$ cat src/shared/lpms_defs.svh
`ifndef LPMS_DEFS_SVH
`define LPMS_DEFS_SVH
// Behaviour
// - After idle, external clock output goes low within 32 to 45 system cycles.
// - Standby entry keeps system clock running 32 cycles for flush, then stops it.
// - Standby gates peripheral clocks; PLL and watchdog stay running.
// - Standby resume within 100 cycles, or 1125 with flash asleep, plus qualification.
// - Resume latency ends at the instruction after idle; wake interrupt adds more.
// - After standby exit, wake interrupt is taken only when enabled.
// - Halt entry holds system clock 32 cycles, then stops oscillator and core clock.
// - Halt gates all peripheral clocks and shuts the PLL down.
// - Halt with crystal or resonator source also powers down internal oscillator.
// - In halt, wake pin falling edge restarts the oscillator asynchronously.
// - Wake pin release starts PLL lock lasting 131072 oscillator cycles.
// - After halt PLL lock, resume within 1125 cycles flash asleep, 35 from RAM.
// - Standby wake pulse qualified over 3 cycles, or qual count plus 2.

// ----------------------------------------
// Timing counts in system clock cycles; clock period in ns
// ----------------------------------------
`define LPMS_FLUSH_CYC     32
`define LPMS_XCLK_MAX_CYC  45
`define LPMS_STBY_FAST_CYC 100
`define LPMS_STBY_SLOW_CYC 1125
`define LPMS_HALT_SLOW_CYC 1125
`define LPMS_HALT_RAM_CYC  35
`define LPMS_LOCK_CYC      131072
`define LPMS_CLK_PERIOD_NS 100

// ----------------------------------------
// Wake qualification and cycle counter widths
// ----------------------------------------
`define LPMS_QUAL_PLAIN    3
`define LPMS_QUAL_EXTRA    2
`define LPMS_QUAL_W        6
`define LPMS_CNT_W         18
`endif

$ cat src/shared/lpms_pkg.sv
package lpms_pkg;
  // Gray codes in listed order; FLUSH to HALT, STANDBY to RESUME and RESUME to RUN change two bits
  typedef enum logic [2:0] {
    LPMS_RUN      = 3'h0,
    LPMS_FLUSH    = 3'h1,
    LPMS_STANDBY  = 3'h3,
    LPMS_HALT     = 3'h2,
    LPMS_OSC_WAKE = 3'h6,
    LPMS_PLL_LOCK = 3'h7,
    LPMS_RESUME   = 3'h5
  } lpms_state_e;
endpackage

$ cat src/logic/lpms_seq.sv
`include "lpms_defs.svh"
// ----------------------------------------
// Low-power mode sequencer
// ----------------------------------------
module lpms_seq #(
  parameter int LOCK_CYCLES = `LPMS_LOCK_CYC,
  parameter int QW          = `LPMS_QUAL_W
) (
  input  wire logic          i_mclk,
  input  wire logic          i_rst_n,
  input  wire logic          i_idle_exec,
  input  wire logic          i_mode_halt,
  input  wire logic          i_wake_pin,
  input  wire logic          i_qual_en,
  input  wire logic [QW-1:0] i_standby_qual_count,
  input  wire logic          i_flash_asleep,
  input  wire logic          i_xtal_src,
  input  wire logic          i_wake_int_en,
  output logic               o_sysclk_en,
  output logic               o_ext_clk_out_en,
  output logic               o_periph_clk_en,
  output logic               o_pll_en,
  output logic               o_wdog_clk_en,
  output logic               o_osc_en,
  output logic               o_int_osc_en,
  output logic               o_core_clk_en,
  output logic               o_resume,
  output logic               o_wake_int,
  output logic [2:0]         o_state
);
  localparam int CW = `LPMS_CNT_W;

  lpms_pkg::lpms_state_e state_r;
  lpms_pkg::lpms_state_e state_nxt;
  logic [CW-1:0]         cnt_r;
  logic                  halt_path_r;
  logic                  wake_low_seen_r;
  logic                  qual_wake;
  logic                  cnt_done;

  // Resume latency after standby wake or halt PLL lock, in cycles
  function automatic logic [CW-1:0] resume_lat(input logic halt_path, input logic flash_asleep);
    logic [CW-1:0] lat;
    lat = '0;
    if (halt_path) begin
      lat = flash_asleep ? CW'(`LPMS_HALT_SLOW_CYC) : CW'(`LPMS_HALT_RAM_CYC);
    end else begin
      lat = flash_asleep ? CW'(`LPMS_STBY_SLOW_CYC) : CW'(`LPMS_STBY_FAST_CYC);
    end
    return lat;
  endfunction

  // ----------------------------------------
  // Standby wake qualification
  // ----------------------------------------
  lpms_wake_qual #(
    .QW (QW)
  ) lpms_wake_qual_i (
    .i_mclk       (i_mclk),
    .i_rst_n      (i_rst_n),
    .i_arm        (state_r == lpms_pkg::LPMS_STANDBY),
    .i_wake_pin   (i_wake_pin),
    .i_qual_en    (i_qual_en),
    .i_qual_count (i_standby_qual_count),
    .o_wake       (qual_wake)
  );

  // Terminal count of the current timed state
  always_comb begin
    case (state_r)
      lpms_pkg::LPMS_FLUSH:    cnt_done = (cnt_r == CW'(`LPMS_FLUSH_CYC - 1));
      lpms_pkg::LPMS_PLL_LOCK: cnt_done = (cnt_r == CW'(LOCK_CYCLES - 1));
      lpms_pkg::LPMS_RESUME:   cnt_done = (cnt_r == resume_lat(halt_path_r, i_flash_asleep) - CW'(1));
      default:                 cnt_done = 1'b0;
    endcase
  end

  // ----------------------------------------
  // Next state
  // ----------------------------------------
  always_comb begin
    state_nxt = state_r;
    case (state_r)
      lpms_pkg::LPMS_RUN: begin
        if (i_idle_exec) begin
          state_nxt = lpms_pkg::LPMS_FLUSH;
        end
      end
      lpms_pkg::LPMS_FLUSH: begin
        if (cnt_done) begin
          state_nxt = halt_path_r ? lpms_pkg::LPMS_HALT : lpms_pkg::LPMS_STANDBY;
        end
      end
      lpms_pkg::LPMS_STANDBY: begin
        if (qual_wake) begin
          state_nxt = lpms_pkg::LPMS_RESUME;
        end
      end
      lpms_pkg::LPMS_HALT: begin
        if (!i_wake_pin) begin
          state_nxt = lpms_pkg::LPMS_OSC_WAKE;
        end
      end
      lpms_pkg::LPMS_OSC_WAKE: begin
        // Oscillator settles while the wake source holds the pin low
        if (i_wake_pin && wake_low_seen_r) begin
          state_nxt = lpms_pkg::LPMS_PLL_LOCK;
        end
      end
      lpms_pkg::LPMS_PLL_LOCK: begin
        if (cnt_done) begin
          state_nxt = lpms_pkg::LPMS_RESUME;
        end
      end
      lpms_pkg::LPMS_RESUME: begin
        if (cnt_done) begin
          state_nxt = lpms_pkg::LPMS_RUN;
        end
      end
      default: state_nxt = lpms_pkg::LPMS_RUN;
    endcase
  end

  // State register; reset pin also serves as a wake from either mode
  always_ff @(posedge i_mclk or negedge i_rst_n) begin
    if (!i_rst_n) begin
      state_r <= lpms_pkg::LPMS_RUN;
    end else begin
      state_r <= state_nxt;
    end
  end

  // Cycle counter restarts on every state change
  always_ff @(posedge i_mclk or negedge i_rst_n) begin
    if (!i_rst_n) begin
      cnt_r <= '0;
    end else if (state_nxt != state_r) begin
      cnt_r <= '0;
    end else if (state_r == lpms_pkg::LPMS_FLUSH || state_r == lpms_pkg::LPMS_PLL_LOCK
                 || state_r == lpms_pkg::LPMS_RESUME) begin
      cnt_r <= cnt_r + CW'(1);
    end
  end

  // Mode chosen when the idle instruction runs
  always_ff @(posedge i_mclk or negedge i_rst_n) begin
    if (!i_rst_n) begin
      halt_path_r <= 1'b0;
    end else if (state_r == lpms_pkg::LPMS_RUN && i_idle_exec) begin
      halt_path_r <= i_mode_halt;
    end
  end

  // A release only counts after the pin was seen low in the wake state
  always_ff @(posedge i_mclk or negedge i_rst_n) begin
    if (!i_rst_n) begin
      wake_low_seen_r <= 1'b0;
    end else if (state_r != lpms_pkg::LPMS_OSC_WAKE) begin
      wake_low_seen_r <= 1'b0;
    end else if (!i_wake_pin) begin
      wake_low_seen_r <= 1'b1;
    end
  end

  // ----------------------------------------
  // Clock and power controls
  // ----------------------------------------
  // System and external clocks run through the flush, then stop
  assign o_sysclk_en      = (state_r == lpms_pkg::LPMS_RUN) || (state_r == lpms_pkg::LPMS_FLUSH)
                            || (state_r == lpms_pkg::LPMS_RESUME);
  assign o_ext_clk_out_en = o_sysclk_en;
  assign o_periph_clk_en  = o_sysclk_en;
  // PLL stays up in standby, down from halt until the lock sequence starts
  assign o_pll_en         = !(state_r == lpms_pkg::LPMS_HALT || state_r == lpms_pkg::LPMS_OSC_WAKE);
  assign o_wdog_clk_en    = !(state_r == lpms_pkg::LPMS_HALT);
  // Pin low restarts the oscillator without waiting for a clock edge
  assign o_osc_en         = (state_r != lpms_pkg::LPMS_HALT) || !i_wake_pin;
  assign o_int_osc_en     = o_osc_en || !i_xtal_src;
  assign o_core_clk_en    = o_sysclk_en;
  assign o_state          = state_r;

  // Resume pulse and optional wake interrupt, both registered
  always_ff @(posedge i_mclk or negedge i_rst_n) begin
    if (!i_rst_n) begin
      o_resume   <= 1'b0;
      o_wake_int <= 1'b0;
    end else begin
      o_resume   <= (state_r == lpms_pkg::LPMS_RESUME) && cnt_done;
      o_wake_int <= (state_r == lpms_pkg::LPMS_RESUME) && cnt_done && i_wake_int_en;
    end
  end

  // ----------------------------------------
  // Checks
  // ----------------------------------------
  localparam int A_XMIN   = `LPMS_FLUSH_CYC;
  localparam int A_XMAX   = `LPMS_XCLK_MAX_CYC;
  localparam int A_SFAST  = `LPMS_STBY_FAST_CYC + 2;
  localparam int A_HRAM   = `LPMS_HALT_RAM_CYC + 1;
endmodule

$ cat src/logic/lpms_wake_qual.sv
`include "lpms_defs.svh"
// Counts consecutive low samples of the wake pin while armed
module lpms_wake_qual #(
  parameter int QW = `LPMS_QUAL_W
) (
  input  wire logic          i_mclk,
  input  wire logic          i_rst_n,
  input  wire logic          i_arm,
  input  wire logic          i_wake_pin,
  input  wire logic          i_qual_en,
  input  wire logic [QW-1:0] i_qual_count,
  output logic               o_wake
);
  logic [QW:0] low_cnt_r;
  logic [QW:0] need;

  // Threshold: fixed plain width, or programmed count plus extra cycles
  assign need = i_qual_en ? ({1'b0, i_qual_count} + (QW+1)'(`LPMS_QUAL_EXTRA))
                          : (QW+1)'(`LPMS_QUAL_PLAIN);

  // ----------------------------------------
  // Low-run counter, saturates at threshold
  // ----------------------------------------
  always_ff @(posedge i_mclk or negedge i_rst_n) begin
    if (!i_rst_n) begin
      low_cnt_r <= '0;
    end else if (!i_arm || i_wake_pin) begin
      low_cnt_r <= '0; // A glitch shorter than the threshold restarts the count
    end else if (low_cnt_r < need) begin
      low_cnt_r <= low_cnt_r + (QW+1)'(1);
    end
  end

  // Registered qualified wake level
  always_ff @(posedge i_mclk or negedge i_rst_n) begin
    if (!i_rst_n) begin
      o_wake <= 1'b0;
    end else begin
      o_wake <= i_arm && !i_wake_pin && (low_cnt_r + (QW+1)'(1) >= need);
    end
  end
endmodule

$ cat config.mk
export PLATFORM = sky130hd
export DESIGN_NAME = lpms_seq
export DESIGN_NICKNAME = d
export VERILOG_FILES = /design/src/shared/lpms_pkg.sv /design/src/logic/lpms_seq.sv /design/src/logic/lpms_wake_qual.sv
export VERILOG_INCLUDE_DIRS = /design/src /design/src/shared
export SDC_FILE = /design/constraint.sdc
export NUM_CORES = 1
export LEC_CHECK = 0
export BUFFER_PORTS_ARGS = -buffer_cell sky130_fd_sc_hd__buf_4
export CORE_MARGIN = 1.5
export CORE_UTILIZATION = 47
export CTS_CLUSTER_SIZE = 28
export DETAILED_ROUTE_END_ITERATION = 10
export PLACE_DENSITY = 0.78
export SLEW_MARGIN = 10
export SYNTH_ARGS = -nofsm -noshare
export SYNTH_HDL_FRONTEND = slang
export SYNTH_SLANG_ARGS = --single-unit
$ cat constraint.sdc
create_clock -name i_mclk -period 3 [get_ports i_mclk]
set_clock_uncertainty 0.1 [all_clocks]
set_input_delay 0.9 -clock i_mclk [delete_from_list [all_inputs] [get_ports i_mclk]]
set_output_delay 0.9 -clock i_mclk [all_outputs]
set_load 0.01 [all_outputs]
==> summary.txt, run 1 <==
Global route
  • Global-route wire length before repair: 8530 µm
  • Largest net degree at the start of global routing: 34
  • Total grt overflow: 0
  • Initial antenna violation count: 0
  • GRT Total Usage: approximately 20%
  • Number of global-route vias before repair: 1956

Yosys
  • Synth Instances: around 270
  • Post-synth top area share: around a third
  • Synth Flop Type: dfrtp_1
  • Top cells by area, synth: dfrtp_1 (35%), ha_1 (9.5%), xor2_1 (5.9%)
  • Syn nets: around 300
  • Post-synthesis cell type with the largest combined area: dfrtp_1
  • Sequential share of the synthesized area: a little over a third
  • Post-synthesis register bit count: 33
  • Post-Syn Area: approximately 2400 µm²
  • Mapped Avg Cell Area: 8.76 µm²
  • Netlist cell types: just under 50
  • Synth async-reset ratio: 100%
  • Synth Warn #: 0
  • Post-synth EDFFs: 0

CTS
  • Max H-tree Level: 2
  • CTS max path bufs: 2
  • CTS tree: done
  • Clk sinks: 33
  • Hold-fix buffers at CTS: 0
  • CTS Buf Count: 5
  • Skew-Pair Late Insertion Delay: 0.28 ns
  • Cts repair resizes: 0
  • Clock root buffer: clkbuf_8
  • CTS clk-pin slew, worst paths: approximately 0.060 ns
  • Setup Fix Bufs, Post-CTS: 0

Placement
  • Placed Area: between 2000 and 3000 µm²
  • Port Buf Inserts: 27
  • Detailed Place HPWL: 3600 µm
  • Final Wtd Congestion: 0.831

STA
  • Max_slew headroom: between 50% and 60%
  • Worst-Margin Slew: 0.639 ns
  • Final setup fails: 0
  • Final period util: slightly above 90%
  • Final Hold Slack: 0.446 ns
  • RSZ-0062 raised after global routing: false
  • Fmax: 0.357 GHz
  • Tmin final: around 2.8 ns
  • Final Hold Fails: 0
  • Fin. max-slew vios: 0

Die
  • Die X: 74.1 µm
  • Area of the die: ~5500 µm²
  • Core ar.: roughly 4800 µm²
  • Top Ports: 28
  • Starting Density: 49.6%
  • Die Y: 74.1 µm
  • Row cnt: 25

Route
  • Final WL: 5030 µm
  • DRC Markers: 0
  • 1st-iter DRT viols: around 140
  • DR vias/cell: 5.69
  • Met2 Wirelength: approximately 2500 µm
  • M1 WL: around 2200 µm
  • Met3 Routed Length: approximately 170 µm
  • Iteration count of the initial detailed-routing pass: 4
  • Top Layer Used: met4
  • Vias: between 2000 and 2500
  • Final antenna-violating net count: 0
  • WL/cell: around 14 µm

Status
  • Outcome: finished, final reports clean

Power
  • Cell internal pwr: between 900 and 1000 µW
  • Total power per unit cell area: roughly 530 nW/µm²
  • VDD IR-drop max: 0.000196 V
  • Net Sw Frac: 36.6%
  • Total power: around 1500 µW
  • P_leak: about 0.0012 µW
  • Combinational share of power: roughly 30%
  • Seq pwr share: roughly half
  • Clock power share: between 20% and 30%
  • Psw: around 530 µW

Worst setup path
  • CP Max Fanout: 10
  • Worst Path Arrival: a little under 3 ns
  • Startpoint Class: primary input
  • Worst R2R Path Depth: 8
  • Crit path required time: approximately 3.1 ns
  • R2R setup slack: ~0.50 ns
  • Crit path capture type: flip-flop
  • WS Path Type: primary input to flip-flop

Final layout
  • Share of layout cells above drive strength 1: between 10% and 20%
  • Antenna cells: 0
  • Multi-input gate area: roughly 1400 µm²
  • Design area: around 2700 µm²
  • Most frequent cells in the layout: buf_4 (35), dfrtp_1 (33), nor2_1 (21)
  • Final nets: roughly 330
  • Area Overhead vs Synth: 15.3%
  • Reg area: between 800 and 900 µm²
  • Filler instances: ~430
  • Most common cell after layout, fill and taps aside: buf_4

Min path
  • HP Class: primary input to async pin

Run
  • Max_cap viols: 0
power by group through the flow:
stage          Clock [µW]  Combinational (µW)  Sequential (µW)
5_1_grt               328                 495              735
2_1_floorplan           0                 338              669
4_1_cts               309                 437              710
6_report              302                 435              716
3_5_place_dp            0                 432              716
3_3_place_gp            0                 420              713
Yosys cell counts, drive strengths merged, types with 6 or more instances:
library cell and number:
xnor2 10, or3 6, nand2 19, nor2 21, ha 18, nand4 6
o21ai 16, buf 8, inv 11, dfrtp 33, nand3 19, a21oi 12
xor2 16, nor3 16
state kept, by name, indices dropped and copies added (netlist names):
signal	cells
lpms_wake_qual_i.low_cnt_r	7
o_wake_int	1
halt_path_r	1
o_resume	1
lpms_wake_qual_i.o_wake	1
wake_low_seen_r	1
o_state	3
cnt_r	18
kinds of logic after synthesis:
family                     count (synthesis)  share of synthesized area, %
AOI/OAI and AO/OA                         46                          11.9
xor gates and xnor gates                  26                          9.59
adders and majority gates                 18                          9.49
buffers and inverters                     24                          4.69
DFF                                       33                          34.8
muxes                                      2                         0.896
and+or+nand+nor                          122                          28.7
per-stage QoR:
stage          setup TNS [ns]  util (%)  cells  setup WS (ns)
2_1_floorplan               0         -    271          0.124
3_3_place_gp           -0.461      55.4    360        -0.0886
3_5_place_dp            -1.28      55.4    360         -0.199
4_1_cts                     0      56.9    366         0.0971
5_1_grt                     0      57.2    366         0.0759
6_report                    0      57.2    366          0.198
cell type report:
cell class	instances	share of cell area (%)
Multi-Input combinational cell	214	52.9
Sequential cell	33	30.2
Timing Repair Buffer	35	9.60
Tap cell	67	3.06
Clock buffer	5	2.51
Inverter	11	1.51
Clock inverter	1	0.183
path summary, 6_finish.rpt:
path / start / to
setup / recovery: i_standby_qual_count[1] / lpms_wake_qual_i.low_cnt_r[2]
hold / removal: i_rst_n / halt_path_r
setup reg to reg: halt_path_r / cnt_r[16]
hold reg to reg: cnt_r[15] / cnt_r[15]
max in group asynchronous: i_rst_n / cnt_r[3]
min in group i_mclk: cnt_r[15] / cnt_r[15]
critical path, cell delays in order:
cell       delay (ns)
buf_4            0.12
ha_1             0.21
nand3_1          0.10
xnor2_1          0.11
nand2_1          0.09
ha_1             0.22
a2111oi_2        0.41
a31oi_2          0.24
or3_1            0.36
a21oi_1          0.14
metal layers:
metal,GRT usage (%),up-vias
met3,3.12,9
li1,-,1029
met5,0,-
met2,35.0,48
met4,7.61,0
met1,23.6,995
Power figures use the tool's default switching activity.
==> run 2, diff against run 1 <==
- CAP_MARGIN: not set -> 20
- RECOVER_POWER: not set -> 50
==> summary.txt, run 2 (synthesis results as in run 1) <==
STA
  • Worst-Margin Slew: 1.73 ns (was 0.639 ns)
  • Final setup fails: 0 (unchanged)
  • Max_slew headroom: -15.0% (was 57.4%)
  • Fin. max-slew vios: 34 (was 0)
  • RSZ-0062 raised after global routing: false (unchanged)
  • Tmin final: 2.81 ns (was 2.80 ns)
  • Fmax: 0.356 GHz (was 0.357 GHz)
  • Final period util: 93.5% (was 93.4%)
  • Final Hold Fails: 0 (unchanged)

Power
  • Cell internal pwr: 917 µW (was 921 µW)
  • Psw: 532 µW (about the same)
  • Clock power share: 20.8% (about the same)
  • P_leak: 0.00118 µW (was 0.00120 µW)
  • Combinational share of power: 29.8% (was 29.9%)
  • VDD IR-drop max: 0.000195 V (was 0.000196 V)
  • Seq pwr share: 49.4% (was 49.3%)
  • Total power per unit cell area: 533 nW/µm² (was 531 nW/µm²)
  • Net Sw Frac: 36.7% (was 36.6%)

Die
  • Top Ports: 28 (unchanged)
  • Die Y: 74.1 µm (unchanged)
  • Core ar.: 4790 µm² (unchanged)
  • Starting Density: 49.6% (unchanged)
  • Row cnt: 25 (unchanged)
  • Area of the die: 5490 µm² (unchanged)
  • Die X: 74.1 µm (unchanged)

Global route
  • Number of global-route vias before repair: 1956 (unchanged)
  • Total grt overflow: 0 (unchanged)
  • Global-route wire length before repair: 8530 µm (unchanged)
  • Largest net degree at the start of global routing: 34 (unchanged)
  • GRT Total Usage: 19.6% (unchanged)
  • Initial antenna violation count: 0 (unchanged)

Route
  • Top Layer Used: met4 (unchanged)
  • Final antenna-violating net count: 0 (unchanged)
  • Iteration count of the initial detailed-routing pass: 4 (unchanged)
  • Vias: 2090 (was 2081)
  • WL/cell: 13.8 µm (was 13.7 µm)
  • 1st-iter DRT viols: 139 (unchanged)
  • Met2 Wirelength: 2530 µm (was 2520 µm)
  • DRC Markers: 0 (unchanged)
  • DR vias/cell: 5.71 (was 5.69)
  • Final WL: 5050 µm (was 5030 µm)
  • Met3 Routed Length: 165 µm (was 168 µm)
  • M1 WL: 2260 µm (was 2250 µm)

CTS
  • CTS clk-pin slew, worst paths: 0.06 ns (about the same)
  • Max H-tree Level: 2 (unchanged)
  • Clock root buffer: clkbuf_8 (unchanged)
  • CTS tree: done (unchanged)
  • Skew-Pair Late Insertion Delay: 0.28 ns (about the same)
  • Hold-fix buffers at CTS: 0 (unchanged)
  • CTS max path bufs: 2 (unchanged)
  • Clk sinks: 33 (unchanged)
  • CTS Buf Count: 5 (unchanged)

Placement
  • Detailed Place HPWL: 3600 µm (unchanged)
  • Placed Area: 2650 µm² (unchanged)
  • Final Wtd Congestion: 0.831 (unchanged)
  • Port Buf Inserts: 27 (unchanged)

Worst setup path
  • Worst Path Arrival: 2.91 ns (about the same)
  • R2R setup slack: 0.50 ns (about the same)
  • Startpoint Class: primary input (unchanged)
  • Crit path capture type: flip-flop (unchanged)
  • Crit path required time: 3.10 ns (about the same)
  • WS Path Type: primary input to flip-flop (unchanged)
  • CP Max Fanout: 10 (unchanged)

Status
  • Failing checks: max-capacitance violations, max-slew violations
  • Outcome: complete, but fails checks (was finished, final reports clean)

Final layout
  • Final nets: 333 (unchanged)
  • Design area: 2720 µm² (was 2740 µm²)
  • Multi-input gate area: 1450 µm² (unchanged)
  • Most frequent cells in the layout: dfrtp_1 (33), buf_4 (30), nor2_1 (21) (was buf_4 (35), dfrtp_1 (33), nor2_1 (21))
  • Antenna cells: 0 (unchanged)
  • Reg area: 826 µm² (unchanged)
  • Share of layout cells above drive strength 1: 15.1% (was 16.7%)
  • Filler instances: 432 (was 425)
  • Final core utilization: 56.8% (was 57.2%)
  • Area Overhead vs Synth: 14.5% (was 15.3%)
  • Top reg by flops: cnt_r (unchanged)
  • Max reg flops: 18 (unchanged)
  • Most common cell after layout, fill and taps aside: dfrtp_1 (was buf_4)

Run
  • Max_cap viols: 1 (was 0)

Min path
  • HP Class: flip-flop to flip-flop (was primary input to async pin)
## run 2: final cells by class
type                            count  area share [%]
Sequential cell                    33            30.4
Clock buffer                        5            2.53
Inverter                           11            1.52
Multi-Input combinational cell    214            53.3
Tap cell                           67            3.08
Timing Repair Buffer               35            8.98
Clock inverter                      1           0.184
## run 2: final timing paths
kind                                         startpoint                             to  cells after the start
worst max-delay path            i_standby_qual_count[1]  lpms_wake_qual_i.low_cnt_r[2]                     10
worst min-delay path                          cnt_r[15]                      cnt_r[15]                      2
worst max register to register              halt_path_r                      cnt_r[16]                      8
worst min register to register                cnt_r[15]                      cnt_r[15]                      2
max in group asynchronous                       i_rst_n                       cnt_r[4]                      1
min in group asynchronous                       i_rst_n                    halt_path_r                      1
## run 2: timing repair
| item | in CTS | in global routing |
|---|---|---|
| endpoints found under the setup margin | 0 | 7 |
| resized for setup | 0 | 3 |
| buffers inserted | 0 | 0 |
| hold endpoints to repair | 0 | 0 |
## run 2: worst max-delay path, stage by stage
cell	delay (ns)
buf_4	0.12
ha_1	0.21
nand3_1	0.10
xnor2_1	0.11
nand2_1	0.09
ha_1	0.22
a2111oi_2	0.41
a31oi_2	0.24
or3_1	0.36
a21oi_1	0.14
## run 2: routing by layer
layer	vias up	global-route usage, %
li1	1029	-
met1	1000	23.6
met2	51	35.0
met3	10	3.12
met4	0	7.61
met5	-	0
## run 2: power groups by stage
stage | clock network [µW] | registers, µW | logic [µW]
after floorplan | 0 | 669 | 338
after global placement | 0 | 713 | 420
after detailed placement | 0 | 716 | 432
after CTS | 309 | 710 | 437
after global routing | 328 | 734 | 491
final | 301 | 716 | 432
## run 2: metrics by stage
step / instances / setup TNS, ns / setup WS [ns] / hold slack (ns) / total power, µW
2_1_floorplan: 271 / 0 / 0.124 / 0.410 / 1010
3_3_place_gp: 360 / -0.461 / -0.0886 / 0.447 / 1130
3_5_place_dp: 360 / -1.28 / -0.199 / 0.460 / 1150
4_1_cts: 366 / 0 / 0.0971 / 0.461 / 1460
5_1_grt: 366 / 0 / 0.0755 / 0.508 / 1550
6_report: 366 / 0 / 0.195 / 0.470 / 1450
==> run 3, diff against run 2 <==
- BUFFER_PORTS_ARGS: -buffer_cell sky130_fd_sc_hd__buf_4 -> -buffer_cell sky130_fd_sc_hd__buf_2
- CELL_PAD_IN_SITES_DETAIL_PLACEMENT: not set -> 1
- CELL_PAD_IN_SITES_GLOBAL_PLACEMENT: not set -> 1
- CORE_UTILIZATION: 47 -> 44
- PLACE_DENSITY: 0.78 -> 0.9
==> summary.txt, run 3 (synthesis results as in run 1) <==
STA
  • Final setup margin: 0.159 ns (was 0.195 ns)
  • Fmax: 0.352 GHz (was 0.356 GHz)
  • Final Hold Slack: 0.485 ns (was 0.470 ns)
  • Tmin final: 2.84 ns (was 2.81 ns)
  • Max_slew headroom: -19.0% (was -15.0%)
  • Worst-Margin Slew: 1.78 ns (was 1.73 ns)
  • Final Hold Fails: 0 (unchanged)
  • Final setup fails: 0 (unchanged)
  • Fin. max-slew vios: 34 (unchanged)
  • RSZ-0062 raised after global routing: false (unchanged)
  • Final period util: 94.7% (was 93.5%)

Worst setup path
  • Crit-path cells: buf_2, ha_1, nand3_1, xnor2_1, nand2_1, ha_1, a2111oi_2, a31oi_1, or3_1, a21oi_1 (was buf_4, ha_1, nand3_1, xnor2_1, nand2_1, ha_1, a2111oi_2, a31oi_2, or3_1, a21oi_1)
  • Most used cell, CP: ha_1 (unchanged)
  • Crit path capture type: flip-flop (unchanged)
  • Worst Path Arrival: 2.95 ns (was 2.91 ns)
  • Startpoint Class: primary input (unchanged)
  • CP peak stage delay: 0.45 ns (was 0.41 ns)
  • Crit-path slowest cell: a2111oi_2 (unchanged)
  • Crit path required time: 3.11 ns (was 3.10 ns)
  • CP Max Fanout: 5 (was 10)
  • WS Path Type: primary input to flip-flop (unchanged)

Global route
  • Initial antenna violation count: 0 (unchanged)
  • GRT Total Usage: 22.4% (was 19.6%)
  • Number of global-route vias before repair: 2261 (was 1956)
  • Total grt overflow: 0 (unchanged)
  • Global-route wire length before repair: 10500 µm (was 8530 µm)
  • Largest net degree at the start of global routing: 34 (unchanged)

Final layout
  • Top reg by flops: cnt_r (unchanged)
  • Design area: 2700 µm² (was 2720 µm²)
  • Share of layout cells above drive strength 1: 15.8% (was 15.1%)
  • Final nets: 336 (was 333)
  • Final cell count without fillers: 374 (was 366)
  • Area Overhead vs Synth: 13.6% (was 14.5%)
  • Antenna cells: 0 (unchanged)
  • Most common cell after layout, fill and taps aside: dfrtp_1 (unchanged)
  • Filler instances: 647 (was 432)
  • Max reg flops: 18 (unchanged)
  • Most frequent cells in the layout: dfrtp_1 (33), buf_2 (22), nor2_1 (21) (was dfrtp_1 (33), buf_4 (30), nor2_1 (21))

Route
  • DRC Markers: 0 (unchanged)
  • Final WL: 6300 µm (was 5050 µm)
  • Final antenna-violating net count: 0 (unchanged)
  • DR vias/cell: 5.81 (was 5.71)
  • WL/cell: 16.8 µm (was 13.8 µm)
  • Vias: 2173 (was 2090)
  • Iteration count of the initial detailed-routing pass: 5 (was 4)
  • 1st-iter DRT viols: 116 (was 139)

CTS
  • CTS Buf Count: 5 (unchanged)
  • CTS tree: done (unchanged)
  • Hold-fix buffers at CTS: 0 (unchanged)
  • CTS max path bufs: 2 (unchanged)
  • Clk sinks: 33 (unchanged)
  • CTS clk-pin slew, worst paths: 0.07 ns (was 0.06 ns)
  • Max H-tree Level: 2 (unchanged)
  • Skew-Pair Late Insertion Delay: 0.29 ns (was 0.28 ns)
  • Clock root buffer: clkbuf_8 (unchanged)

Die
  • Core ar.: 5140 µm² (was 4790 µm²)
  • Top Ports: 28 (unchanged)
  • Area of the die: 5840 µm² (was 5490 µm²)
  • Starting Density: 46.2% (was 49.6%)
  • Die Y: 76.4 µm (was 74.1 µm)
  • Die X: 76.4 µm (was 74.1 µm)
  • Row cnt: 26 (was 25)

Placement
  • Cell count after placement: 365 (was 360)
  • Placed Area: 2600 µm² (was 2650 µm²)
  • Port Buf Inserts: 27 (unchanged)
  • Setup WS pre-CTS: -0.223 ns (was -0.199 ns)
  • Detailed Place HPWL: 4580 µm (was 3600 µm)
  • Final Wtd Congestion: 0.835 (was 0.831)

Power
  • Total power: 1500 µW (was 1450 µW)
  • P_leak: 0.00118 µW (about the same)
  • Total power per unit cell area: 557 nW/µm² (was 533 nW/µm²)
  • VDD IR-drop max: 0.000196 V (was 0.000195 V)

Min path
  • HP Class: flip-flop to flip-flop (unchanged)

Run
  • Max_cap viols: 1 (unchanged)

Status
  • Outcome: complete, but fails checks (unchanged)
  • Failing checks: max-capacitance violations, max-slew violations (unchanged)
## run 3: repair_timing
action | 4_1_cts | 5_1_grt
setup endpoints to repair | 0 | 7
resized for setup | 0 | 3
buffers inserted | 0 | 0
## run 3: layout make-up
cell class                      instances  area [µm²]  share of cell area [%]
Multi-Input combinational cell        215        1460                    54.0
Inverter                               11        41.3                    1.53
Sequential cell                        33         826                    30.6
Clock buffer                            5        68.8                    2.55
Tap cell                               70        87.6                    3.25
Timing Repair Buffer                   37         200                    7.42
Clock inverter                          3        17.5                   0.650
## run 3: layer usage
layer	track usage, %	share of wire, %
met2	41.1	54
met3	3.71	2.3
met4	7.96	1.0
met1	26.0	42
met5	0	0
## run 3: where the power goes
group,internal [µW],switching (µW)
registers,551,169
logic,204,246
clock network,160,172
## run 3: path summary, 6_finish.rpt
path	startpoint	to	slack, ns	cells after the start
setup / recovery	i_standby_qual_count[1]	lpms_wake_qual_i.low_cnt_r[4]	0.16	10
hold / removal	wake_low_seen_r	wake_low_seen_r	0.48	2
setup reg to reg	o_state[0]	cnt_r[6]	0.35	7
hold reg to reg	wake_low_seen_r	wake_low_seen_r	0.48	2
max in group asynchronous	i_rst_n	cnt_r[4]	0.79	1
min in group asynchronous	i_rst_n	cnt_r[8]	0.98	1
## run 3: metrics by stage
stage	util, %	setup TNS, ns
after floorplan	-	0
after global placement	50.6	-0.157
after detailed placement	50.6	-2.24
after CTS	52.3	0
after global routing	52.5	0
final	52.5	0
## run 3: worst max-delay path, delay by kind of cell
family / cells / cell delay, ns
AND/OR/NAND/NOR: 3 / 0.55
buffers and inverters: 1 / 0.11
XOR/XNOR: 1 / 0.12
AO/OA/AOI/OAI: 3 / 0.84
adder cells (fa/ha/maj): 2 / 0.43
